`config.mk`:
```
export PLATFORM = sky130hd
export DESIGN_NAME = ceau_top
export DESIGN_NICKNAME = d
export VERILOG_FILES = /design/src/hw/ceau_pkg.sv /design/src/hw/ceau_adder.sv /design/src/hw/ceau_top.sv
export SDC_FILE = /design/constraint.sdc
export NUM_CORES = 1
export LEC_CHECK = 0
export ABC_AREA = 0
export BUFFER_PORTS_ARGS = -buffer_cell sky130_fd_sc_hd__clkbuf_2
export CORE_ASPECT_RATIO = 1.75
export CORE_MARGIN = 10
export CORE_UTILIZATION = 61
export CTS_BUF_LIST = sky130_fd_sc_hd__clkbuf_8 sky130_fd_sc_hd__clkbuf_16
export DETAILED_ROUTE_END_ITERATION = 8
export PLACE_DENSITY = 0.95
export SYNTH_ARGS = -nofsm -noshare
export SYNTH_HDL_FRONTEND = slang
export SYNTH_SLANG_ARGS = --single-unit
```
`constraint.sdc`:
```
create_clock -name CLK_I -period 7.7 [get_ports CLK_I]
set_clock_uncertainty 0.15 [all_clocks]
set_input_delay 0.77 -clock CLK_I [delete_from_list [all_inputs] [get_ports CLK_I]]
set_output_delay 0.77 -clock CLK_I [all_outputs]
set_load 0.01 [all_outputs]
```
`src/hw/ceau_pkg.sv`:
```
package ceau_pkg;
   // ----------------------------------------------------------------
   // Addressing modes
   // ----------------------------------------------------------------
   typedef enum logic [3:0] {
      IMPLIED_OPERAND_MODE,
      LITERAL_OPERAND_MODE,
      PAGE_ZERO_MODE,
      LONG_ADDRESS_MODE,
      POINTER_ONLY_MODE,
      POINTER_BYTE_OFFSET_MODE,
      POINTER_WORD_OFFSET_MODE,
      BRANCH_OFFSET_MODE,
      BIT_MODIFY_MODE,
      BIT_BRANCH_MODE
   } ceau_mode_e;

   // ----------------------------------------------------------------
   // Constants
   // ----------------------------------------------------------------
   localparam logic [15:0] CEAU_PC_RESET = 16'h0000;
   localparam logic [15:0] CEAU_LEN_1 = 16'h0001;
   localparam logic [15:0] CEAU_LEN_2 = 16'h0002;
   localparam logic [15:0] CEAU_LEN_3 = 16'h0003;
   localparam logic [7:0] CEAU_PAGE_ZERO = 8'h00;
   localparam int CEAU_BIT_MODIFY_LSB = 1;
   localparam int CEAU_BIT_BRANCH_LSB = 1;

   // ----------------------------------------------------------------
   // Carriers
   // ----------------------------------------------------------------
   typedef struct packed {
      ceau_mode_e mode;
      logic [7:0] opcode;
      logic [7:0] byte1;
      logic [7:0] byte2;
      logic [7:0] index;
      logic cond_true;
   } ceau_req_s;

   typedef struct packed {
      logic [15:0] addr;
      logic [15:0] next_pc;
      logic [2:0] bit_sel;
      logic addr_valid;
   } ceau_res_s;
endpackage : ceau_pkg

```
`src/hw/ceau_adder.sv`:
```
`timescale 1ns/1ps
`default_nettype none
module ceau_adder (
   input wire logic [15:0] a_i,
   input wire logic [15:0] b_i,
   output logic [15:0] sum_o
);
   // Carry out of bit 15 is dropped on purpose
   assign sum_o = a_i + b_i;
endmodule : ceau_adder
`default_nettype wire

```
`src/hw/ceau_top.sv`:
```
`timescale 1ns/1ps
`default_nettype none
module ceau_top (
   input wire logic CLK_I,
   input wire logic RESETN_I,
   input wire logic STEP_I,
   input wire ceau_pkg::ceau_req_s REQ_I,
   output ceau_pkg::ceau_res_s RES_O,
   output logic [15:0] PC_O
);
   import ceau_pkg::*;

   // ----------------------------------------------------------------
   // Helper functions
   // ----------------------------------------------------------------
   // Sign-extends a branch displacement byte to the address width
   function automatic logic [15:0] sext8(input logic [7:0] b);
      sext8 = {{8{b[7]}}, b};
   endfunction : sext8

   // Builds an address inside the lowest page of memory
   function automatic logic [15:0] page_addr(input logic [7:0] lo);
      page_addr = {CEAU_PAGE_ZERO, lo};
   endfunction : page_addr

   // Nine-bit sum of the index and one offset byte; bit 8 is the carry
   function automatic logic [8:0] idx_add(
      input logic [7:0] idx,
      input logic [7:0] off
   );
      idx_add = {1'b0, idx} + {1'b0, off};
   endfunction : idx_add

   // True for the modes whose instruction is three bytes long
   function automatic logic is_long(input ceau_mode_e m);
      is_long = (m == LONG_ADDRESS_MODE) ||
                (m == POINTER_WORD_OFFSET_MODE) ||
                (m == BIT_BRANCH_MODE);
   endfunction : is_long

   // ----------------------------------------------------------------
   // Mode decode
   // ----------------------------------------------------------------
   logic mode_implied;
   logic mode_pointer_only;
   logic mode_branch;
   logic mode_bit_branch;
   logic mode_three_bytes;
   logic mode_one_byte;
   logic mode_legal;

   assign mode_implied = (REQ_I.mode == IMPLIED_OPERAND_MODE);
   assign mode_pointer_only = (REQ_I.mode == POINTER_ONLY_MODE);
   assign mode_branch = (REQ_I.mode == BRANCH_OFFSET_MODE);
   assign mode_bit_branch = (REQ_I.mode == BIT_BRANCH_MODE);
   assign mode_three_bytes = is_long(REQ_I.mode);
   assign mode_one_byte = mode_implied || mode_pointer_only;
   // Codes past the last mode are illegal and must not move the counter
   assign mode_legal = (REQ_I.mode <= BIT_BRANCH_MODE);

   // ----------------------------------------------------------------
   // Instruction length
   // ----------------------------------------------------------------
   logic [15:0] len;

   // Every mode not named here is two bytes long
   assign len = mode_one_byte ? CEAU_LEN_1 :
                mode_three_bytes ? CEAU_LEN_3 :
                CEAU_LEN_2;

   // ----------------------------------------------------------------
   // Indexed sums
   // ----------------------------------------------------------------
   logic [8:0] idx_sum1;
   logic [8:0] idx_sum2;
   logic [7:0] word_high;
   logic [15:0] operand_word;

   assign idx_sum1 = idx_add(REQ_I.index, REQ_I.byte1);
   assign idx_sum2 = idx_add(REQ_I.index, REQ_I.byte2);
   // The carry into the high byte may wrap past the top of memory
   assign word_high = REQ_I.byte1 + {7'h00, idx_sum2[8]};
   assign operand_word = {word_high, idx_sum2[7:0]};

   // ----------------------------------------------------------------
   // Bit select
   // ----------------------------------------------------------------
   logic [2:0] modify_bit;
   logic [2:0] test_bit;

   // Opcode bit 0 picks set/clear or the sense, so the field sits above it
   assign modify_bit = REQ_I.opcode[CEAU_BIT_MODIFY_LSB +: 3];
   assign test_bit = REQ_I.opcode[CEAU_BIT_BRANCH_LSB +: 3];

   // ----------------------------------------------------------------
   // Program counter arithmetic
   // ----------------------------------------------------------------
   logic [15:0] pc_ff;
   logic [15:0] seq_pc;
   logic [15:0] branch_off;
   logic [15:0] branch_target;
   logic [15:0] lit_addr;
   logic taken;
   logic [15:0] step_pc;
   logic [15:0] nxt_pc;

   // All three adders share one wrap-around rule so no carry leaks past bit 15
   ceau_adder u_seq (
      .a_i(pc_ff),
      .b_i(len),
      .sum_o(seq_pc)
   );
   ceau_adder u_branch (
      .a_i(seq_pc),
      .b_i(branch_off),
      .sum_o(branch_target)
   );
   ceau_adder u_lit (
      .a_i(pc_ff),
      .b_i(CEAU_LEN_1),
      .sum_o(lit_addr)
   );

   // The displacement sits in byte two for bit branches, else byte one
   assign branch_off = mode_bit_branch ? sext8(REQ_I.byte2) :
                       sext8(REQ_I.byte1);
   assign taken = REQ_I.cond_true &&
                  (mode_branch || mode_bit_branch);
   // The target is measured from the end of the instruction
   assign step_pc = !mode_legal ? pc_ff :
                    taken ? branch_target :
                    seq_pc;
   // Without a step the counter simply recirculates
   assign nxt_pc = STEP_I ? step_pc : pc_ff;

   // ----------------------------------------------------------------
   // Result assembly
   // ----------------------------------------------------------------
   ceau_res_s step_res;
   ceau_res_s res_ff;
   ceau_res_s nxt_res;

   always_comb begin
      step_res = '0;
      step_res.next_pc = step_pc;
      step_res.addr_valid = 1'b1;
      unique case (REQ_I.mode)
         IMPLIED_OPERAND_MODE: begin
            step_res.addr_valid = 1'b0;
         end

         LITERAL_OPERAND_MODE: begin
            step_res.addr = lit_addr;
         end

         PAGE_ZERO_MODE: begin
            step_res.addr = page_addr(REQ_I.byte1);
         end

         LONG_ADDRESS_MODE: begin
            step_res.addr = {REQ_I.byte1, REQ_I.byte2};
         end

         POINTER_ONLY_MODE: begin
            step_res.addr = page_addr(REQ_I.index);
         end

         POINTER_BYTE_OFFSET_MODE: begin
            step_res.addr = {7'h00, idx_sum1};
         end

         POINTER_WORD_OFFSET_MODE: begin
            step_res.addr = operand_word;
         end

         BRANCH_OFFSET_MODE: begin
            step_res.addr_valid = 1'b0;
         end

         BIT_MODIFY_MODE: begin
            step_res.addr = page_addr(REQ_I.byte1);
            step_res.bit_sel = modify_bit;
         end

         BIT_BRANCH_MODE: begin
            step_res.addr = page_addr(REQ_I.byte1);
            step_res.bit_sel = test_bit;
         end

         default: begin
            // Illegal codes report no operand and keep the counter
            step_res.addr_valid = 1'b0;
         end
      endcase
   end

   // A result stands until the next accepted step
   assign nxt_res = STEP_I ? step_res : res_ff;

   // ----------------------------------------------------------------
   // Registers
   // ----------------------------------------------------------------
   // Index is only read here, never written, so it stays untouched
   always_ff @(posedge CLK_I or negedge RESETN_I) begin
      if (!RESETN_I) begin
         pc_ff <= CEAU_PC_RESET;
         res_ff <= '0;
      end else begin
         pc_ff <= nxt_pc;
         res_ff <= nxt_res;
      end
   end

   // Outputs come straight from the registers
   assign RES_O = res_ff;
   assign PC_O = pc_ff;
endmodule : ceau_top
`default_nettype wire

```
# Yosys cells after proc, flatten, opt, wreduce, memory -nomap -nowiden
# Index checks and enable logic that the tools add are counted.
dict set report totals {
  word_cells 38
  input_bits 40
  register_bits 36
  output_inout_bits 52
}
dict set report classes {
  n_eq_ne 9
  reduce_logical 10
  n_mux 8
  n_lt_le_gt_ge 1
  add_sub_neg 6
}
# cell n
set op_table {}
lappend op_table {{$pmux 16 s6} 1}
lappend op_table {{$mux 16} 3}
lappend op_table {{$add 8x8->9} 2}
lappend op_table {{$add 16x1->16 const B} 1}
lappend op_table {{$add 16x16->16} 1}
lappend op_table {{$add 16x2->16} 1}
lappend op_table {{$eq 4x3->1 const B} 4}
lappend op_table {{$add 8x1->8} 1}
lappend op_table {{$eq 4x2->1 const B} 2}
lappend op_table {{$eq 4x4->1 const B} 2}
lappend op_table {{$reduce_or 8->1} 1}
lappend op_table {{$eq 4x1->1 const B} 1}
lappend op_table {{$le 4x4->1 const B} 1}
lappend op_table {{$logic_not 4->1} 1}
lappend op_table {{$logic_or 1x1->1} 4}
lappend op_table {{$mux 3} 1}
lappend op_table {{$reduce_or 3->1} 1}
lappend op_table {{$mux 1} 2}
lappend op_table {{$mux 2} 1}
lappend op_table {{$reduce_and 2->1} 1}
lappend op_table {{$reduce_or 2->1} 1}
lappend op_table {{$logic_and 1x1->1} 1}

# Depth between registers and ports, before layout
# Gate-level depths: netlist of run 1.
dict set report depth {
  depth_word 9
  mapped_depth 20
  depth_no_buf 17
}

# Hierarchy
# From an unflattened synthesis of run 1, not the netlist that was laid out.
dict set report hier_totals {
  hier_cells 644
  hier_area_um2 5380.2
}
# mod seq_area_each_um2 n_inst cells_each area_per_inst_um2
set by_module_without_submodules {}
lappend by_module_without_submodules {ceau_top 900.9 1 341 3078.0}
lappend by_module_without_submodules {{ceau_adder (u_lit ...)} 0.0 2 98 724.4}
lappend by_module_without_submodules {{ceau_adder (u_branch)} 0.0 1 107 853.3}

# Worst setup path before layout of run 1
# Ideal clock, no wire load.
dict set report synth_timing {
  path_type {input port to flip-flop}
  from {in REQ_I[33] (netlist bit)}
  to {reg res_ff (netlist bit RES_O[18])}
  t_required_ps 7424
  stages 16
  setup_ps 126
  n_path_buf 3
  arrival_time_ps 3953
  path_slack_ps 3471
  cell_sequence {buf_2 -> buf_2 -> or3_1 -> ha_1 -> a21o_1 -> and2_1 -> buf_2 -> xor2_1 -> ha_1 -> o211ai_1 -> a21oi_1 -> a211oi_1 -> o31a_1 -> o21ai_0 -> xor2_1 -> a221o_1}
}
dict set report synth_between {
  elab_chain_cells 9
  word_cells_on_any_way 20
  classes_between {add/sub: 2; order compare: 1; eq/ne: 5; mux: 5; reduce/logical: 7}
}
# item line
set synth_lines {}
lappend synth_lines {{from (decl)} ceau_top.sv:7} ;# input wire ceau_pkg::ceau_req_s REQ_I,
lappend synth_lines {{$eq 4x2->1 / $eq 4x3->1 (equally long branches)} {ceau_top.sv:36, ceau_top.sv:37}}
lappend synth_lines {{$logic_or 1x1->1} ceau_top.sv:36} ;# is_long = (m == LONG_ADDRESS_MODE) ||
lappend synth_lines {{$logic_or 1x1->1} ceau_top.sv:37} ;# (m == POINTER_WORD_OFFSET_MODE) ||
lappend synth_lines {{$mux 1} ceau_top.sv:68} ;# mode_three_bytes ? CEAU_LEN_3 :
lappend synth_lines {{$mux 2} ceau_top.sv:67} ;# assign len = mode_one_byte ? CEAU_LEN_1 :
lappend synth_lines {{$add 16x2->16} ceau_adder.sv:9} ;# assign sum_o = a_i + b_i;
lappend synth_lines {{$add 16x16->16} ceau_adder.sv:9}
lappend synth_lines {{$mux 16} ceau_top.sv:131} ;# taken ? branch_target :
lappend synth_lines {{$mux 16} ceau_top.sv:130} ;# assign step_pc = !mode_legal ? pc_ff :
lappend synth_lines {{to (signal assigned)} ceau_top.sv:210} ;# res_ff <= nxt_res;
lappend synth_lines {{to (decl)} ceau_top.sv:140} ;# ceau_res_s res_ff;
# Parallel ways exist; a longest one is shown, timed or not. The select of a mux whose other input is x is not followed.
# A chain may end at the register's enable or synchronous reset.

# Worst setup path after layout of run 1
dict set report layout_timing {
  from {in REQ_I[33] (netlist bit)}
  to {reg res_ff (netlist bit RES_O[19])}
}
# The elaborated chain is that of the path after synthesis.

==> results.yml, run 1 <==
sta:
  min_period_ns: 4.61
  relSlewSlack_pct: 23.1
  worst_pin_slew_ns: 1.15
  finalCritPeriodShare_pct: 59.9
  max_freq_mhz: 217
  setup-violations-final: 0
  hold_viol: 0
  hold_slack_ns: 0.381
  rsz0062_at_grt: "false"
  slew_viol_final: 0
  setup_slack_ns: 3.09
  fin_tns_setup_ns: 0
cts:
  clk_latency_ns: 0.29
  cts_inserted_buffers: 5
  cts_setup_buffers: 0
  cts_resized: 0
  clk_path_buf_depth: 2
  clk_pin_slew_ns: 0.06
  cts-root-buf: "clkbuf_16"
  htree_levels: 2
  cts_tree: "built"
  cts_hold_buffers: 0
  cts.sink_count: 36
global_route:
  grt_max_degree: 37
  grt_usage_pct: 24.1
  grt_pass1_vias: 4545
  grt-ovfl-total: 0
  grt_antenna_before_repair: 0
  grt_first_pass_wirelength_um: 21900
detailed_routing:
  drt_drc_violations_left: 0
  met3_length_um: 840
  drtIter0Drc: 603
  wl_um: 13600
  top_layer_used: "met4"
  ant_nets: 0
  met1_length_um: 4840
  vias: 4572
  wl_per_cell_um: 19.6
  dr_wl_met2_um: 7270
  vias_per_cell: 6.58
  firstDrtPassIters: 6
yosys:
  synth.largest_area_cell: "dfrtp_1"
  dominantRegCellSynth: "dfrtp_1"
  avgSynthCellArea_um2: 7.66
  ys_ff_latch: 36
  syn_nets: 639
  ys.warnings.count: 0
  ys_seq_area_share_pct: 21.0
  netlist_instances: 559
  yosysTopAreaCellShare_pct: 21.0
  yosysUniqueCellTypes: 57
  synth.cell_area_um2: 4280
  synthTopCellsByArea: "dfrtp_1, ha_1, xnor2_1"
  synthArstFlopShare_pct: 100
  synth_edf_count: 0
die:
  core_area_um2: 6860
  pin_count: 92
  die-area_um2: 10900
  rows: 40
  die_x_um: 83.3
  die_h_um: 131
  initial_core_util_pct: 62.4
min_path:
  min_delay_path_depth: 2
  holdPathEnd: "RES_O[29]"
  hold_path.class: "flop to flop"
  hold_start: "RES_O[29]"
layout:
  layout.nets: 690
  syn_to_final_growth_pct: 10.7
  final_cell_mix: "clkbuf_2, nand2_1, a21oi_1"
  drive_gt1_share_pct: 18.0
  fin_area_um2: 4740
  largest_reg_flops: 36
  finish.utilization_pct: 69.1
  layout_commonest_cell: "clkbuf_2"
  diodes: 0
place:
  dp_slack_ns: 2.84
  post-dp-hpwl_um: 10600
  postPlaceCellArea_um2: 4590
  gp_congestion: 0.929
  io_buffer_count: 86
worst_setup_path:
  rr_startpoint: "RES_O[4]"
  r2r_cells: 11
  arrival_ns: 4.66
  r2r_end: "RES_O[17]"
  worstSetupPathType: "input pin to flop"
  crit_path_start_kind: "input pin"
  crit_path_end_kind: "flop"
  critPathRequiredTime_ns: 7.74
  crit_fanout: 20
  r2r_setup_slack_ns: 3.84
power:
  powerDensity_nw_per_um2: 285
  irDropWorstVdd_mv: 0.225
  power_leakage_nw: 2.19
flow_run:
  maxCapViolCount: 0
status:
  status: "finished, final reports clean"
worst max path at each step:
stage	cells past startpoint	from	to	slack, ns
6_report	18	REQ_I[33]	RES_O[19]	3.09
5_1_grt	18	REQ_I[33]	RES_O[19]	2.72
4_1_cts	18	REQ_I[33]	RES_O[19]	3.14
3_5_place_dp	18	REQ_I[33]	RES_O[19]	2.84
3_3_place_gp	15	REQ_I[33]	RES_O[17]	2.93
2_1_floorplan	16	REQ_I[33]	RES_O[18]	3.47
metal layers:
metal,track usage (%),up-vias
met1,24.6,2131
met2,45.0,263
li1,-,2119
met5,0,-
met4,15.3,0
met3,3.16,59
final cells by class:
cell class | count | area, µm²
Clock inverter | 2 | 13.8
Timing Repair Buffer | 88 | 445
Inverter | 32 | 120
Clock buffer | 6 | 139
Tap cell | 84 | 105
Sequential cell | 36 | 901
Fill cell | 554 | 2120
Multi-Input combinational cell | 447 | 3010
where the power goes:
group          internal [mW]  leakage (nW)  switching [mW]
combinational          0.338          1.64           0.447
sequential             0.233         0.468           0.116
clock                  0.130        0.0772          0.0883
total                  0.700          2.19           0.651
kinds of logic (layout without fill, tap and decap cells):
group                    Yosys count  in the layout  share of synthesized area (%)
XOR/XNOR                          49             49                           10.2
buffers and inverters             76            128                           8.56
multiplexers                      14             14                           3.59
flip-flops                        36             36                           21.0
AO/OA/AOI/OAI                    168            168                           24.7
AND/OR/NAND/NOR                  176            176                           19.5
adder cells (fa/ha/maj)           40             40                           12.4
synthesized netlist by cell type, types with 3 or more instances:
master	count
nand2_1	57
a21oi_1	44
nor2_1	41
o21ai_0	37
dfrtp_1	36
ha_1	36
inv_1	32
xnor2_1	29
o22ai_1	28
nand3_1	24
xor2_1	19
buf_4	16
clkbuf_1	16
a21o_1	13
buf_2	11
nor3_1	11
and3_1	10
a221oi_1	8
nand4_1	8
mux2_2	7
mux2i_1	6
nand2b_1	6
a222oi_1	5
a31oi_1	5
fa_1	4
nor2b_1	4
o211ai_1	4
a211oi_1	3
o2111ai_1	3
worst max-delay path: stages:
cell	delay (ns)
clkbuf_2	0.34
and3b_1	0.28
nor2_1	0.06
o22ai_1	0.21
ha_1	0.23
fa_1	0.25
nand3_2	0.16
nor2_1	0.29
nand3_1	0.20
xnor2_1	0.19
ha_1	0.39
nand2_1	0.12
o21ai_0	0.34
nand2_1	0.11
nand3_1	0.16
xnor2_2	0.10
or3_1	0.35
o311ai_1	0.09
per-stage QoR:
step | power [mW] | instances
after floorplan | 0.935 | 559
after global placement | 1.09 | 687
after detailed placement | 1.12 | 687
after CTS | 1.34 | 695
after global routing | 1.45 | 695
final | 1.35 | 695
Note: power is estimated with default switching activity, not from simulation.
==> run 2: changes to the inputs <==
--- a/config.mk
+++ b/config.mk
@@ -9,10 +9,10 @@
 export BUFFER_PORTS_ARGS = -buffer_cell sky130_fd_sc_hd__clkbuf_2
 export CORE_ASPECT_RATIO = 1.75
 export CORE_MARGIN = 10
-export CORE_UTILIZATION = 61
+export CORE_UTILIZATION = 51
 export CTS_BUF_LIST = sky130_fd_sc_hd__clkbuf_8 sky130_fd_sc_hd__clkbuf_16
 export DETAILED_ROUTE_END_ITERATION = 8
-export PLACE_DENSITY = 0.95
+export PLACE_DENSITY = 0.89
 export SYNTH_ARGS = -nofsm -noshare
 export SYNTH_HDL_FRONTEND = slang
 export SYNTH_SLANG_ARGS = --single-unit
==> constraint.sdc (replaced) <==
create_clock -name CLK_I -period 4 [get_ports CLK_I]
set_clock_uncertainty 0.15 [all_clocks]
set_input_delay 0.4 -clock CLK_I [delete_from_list [all_inputs] [get_ports CLK_I]]
set_output_delay 0.4 -clock CLK_I [all_outputs]
set_load 0.01 [all_outputs]
==> run 2 against run 1 <==
Compared with the run above:
- cell count grew 6.2%
- via count grew 2.8%
- power grew 110%
- sequential share of layout area shrank 1.1 points
- die area grew 16%
- worst setup slack lost 2.8 ns
- clock-buffer cell count shrank 1
- largest cell class unchanged
==> results.yml, run 2 (same netlist as run 1, synthesis figures left out) <==
sta:
  rsz0062_at_grt: "false"
  relSlewSlack_pct: 8.86
  finalCritPeriodShare_pct: 93.9
  fin_tns_setup_ns: 0
  hold_viol: 0
  max_freq_mhz: 266
  slew_viol_final: 0
  worst_pin_slew_ns: 1.36
  min_period_ns: 3.76
  setup-violations-final: 0
worst_setup_path:
  crit_fanout: 10
  worstSetupPathType: "input pin to flop"
  crit_path_end_kind: "flop"
  critPathRequiredTime_ns: 4.04
  crit_path_start_kind: "input pin"
  rr_startpoint: "RES_O[4]"
  r2r_cells: 12
  cp-startpoint: "REQ_I[33]"
  arrival_ns: 3.79
global_route:
  met2_usage_pct: 39.9
  grt_first_pass_wirelength_um: 22600
  grt_pass1_vias: 4906
  grt_antenna_before_repair: 0
  grt_max_degree: 37
  busiest_layer: "met2"
  met3_usage_pct: 4.15
  use_met1_pct: 21.0
  grt-ovfl-total: 0
  grt_usage_pct: 22.3
place:
  gp_congestion: 1.04
  placed_cells: 730
  io_buffer_count: 86
  post-dp-hpwl_um: 11000
  postPlaceCellArea_um2: 4860
cts:
  clk_latency_ns: 0.29
  clk_pin_slew_ns: 0.06
  cts_inserted_buffers: 5
  htree_levels: 2
  cts_tree: "built"
  cts_setup_buffers: 0
  cts.sink_count: 36
  cts-root-buf: "clkbuf_16"
  clk_path_buf_depth: 2
layout:
  diodes: 0
  ff_latch_area_um2: 901
  layout_commonest_cell: "clkbuf_2"
  fill_cells: 700
  layout.nets: 725
  fin_area_um2: 5030
  drive_gt1_share_pct: 22.8
  final_cell_count_no_fill: 738
  final_cell_mix: "clkbuf_2, nand2_1, a21oi_1"
  multi_input_area_um2: 3030
  syn_to_final_growth_pct: 17.6
  largest_reg_flops: 36
power:
  irDropWorstVdd_mv: 0.287
  powerDensity_nw_per_um2: 558
  power_leakage_nw: 2.36
detailed_routing:
  vias_per_cell: 6.37
  drtIter0Drc: 326
  wl_um: 14100
  firstDrtPassIters: 6
  drt_drc_violations_left: 0
  wl_per_cell_um: 19.2
  ant_nets: 0
  vias: 4699
die:
  die_h_um: 141
  rows: 44
  core_area_um2: 8260
  die-area_um2: 12600
  die_x_um: 89.3
  pin_count: 92
  initial_core_util_pct: 51.8
flow_run:
  maxCapViolCount: 0
status:
  status: "finished, final reports clean"
min_path:
  hold_path.class: "input pin to async pin"
==> run 2: per-layer routing <==
layer	share of wire [%]	wire length (µm)	vias to the layer above
met3	5.9	836	93
met5	0	0	-
li1	-	-	2185
met2	53	7430	235
met4	7.4	1050	0
met1	34	4820	2186
==> run 2: repair_timing <==
action	in CTS	in global routing
hold buffers	0	0
resized for setup	0	5
endpoints found under the setup margin	0	4
==> run 2: final timing paths <==
check                                  to  slack, ns
worst max-delay path            RES_O[19]       0.24
worst min-delay path            RES_O[20]       0.10
worst max register to register  RES_O[19]       0.39
worst min register to register  RES_O[25]       0.37
max in group asynchronous       RES_O[23]       3.01
min in group CLK_I               RES_O[1]       0.18
==> run 2: metrics by stage <==
stage	utilization, %	hold slack (ns)	power, mW	worst slack (ns)
floorplan	-	-0.0456	1.80	0.141
global placement	58.8	0.360	2.26	0.0562
detailed placement	58.8	0.369	2.33	-0.0339
CTS	60.8	0.133	2.78	0.191
global route	61.0	0.166	3.00	0.0258
finish	61.0	0.105	2.81	0.244
==> run 2: report_power, final <==
group	internal [mW]	switching, mW
combinational	0.778	0.928
clock	0.291	0.159
sequential	0.448	0.206
==> run 2: layout make-up <==
class                      instances  area share, %
clock buffer                       5           2.49
clock inverter                     3          0.771
inverter                          32           2.39
multi-input combinational        447           60.1
sequential                        36           17.9
tap                               92           2.29
timing repair buffer             123           14.1
==> run 2: worst max-delay path: stages <==
cell,delay (ns)
clkbuf_2,0.16
and3b_1,0.21
nor2_1,0.11
o22ai_1,0.09
ha_1,0.21
fa_1,0.45
xor2_1,0.21
ha_1,0.38
o211ai_1,0.17
o21ai_0,0.16
buf_4,0.19
o2111ai_1,0.20
nand3_1,0.16
xnor2_2,0.19
nor3b_2,0.18
o311ai_1,0.30
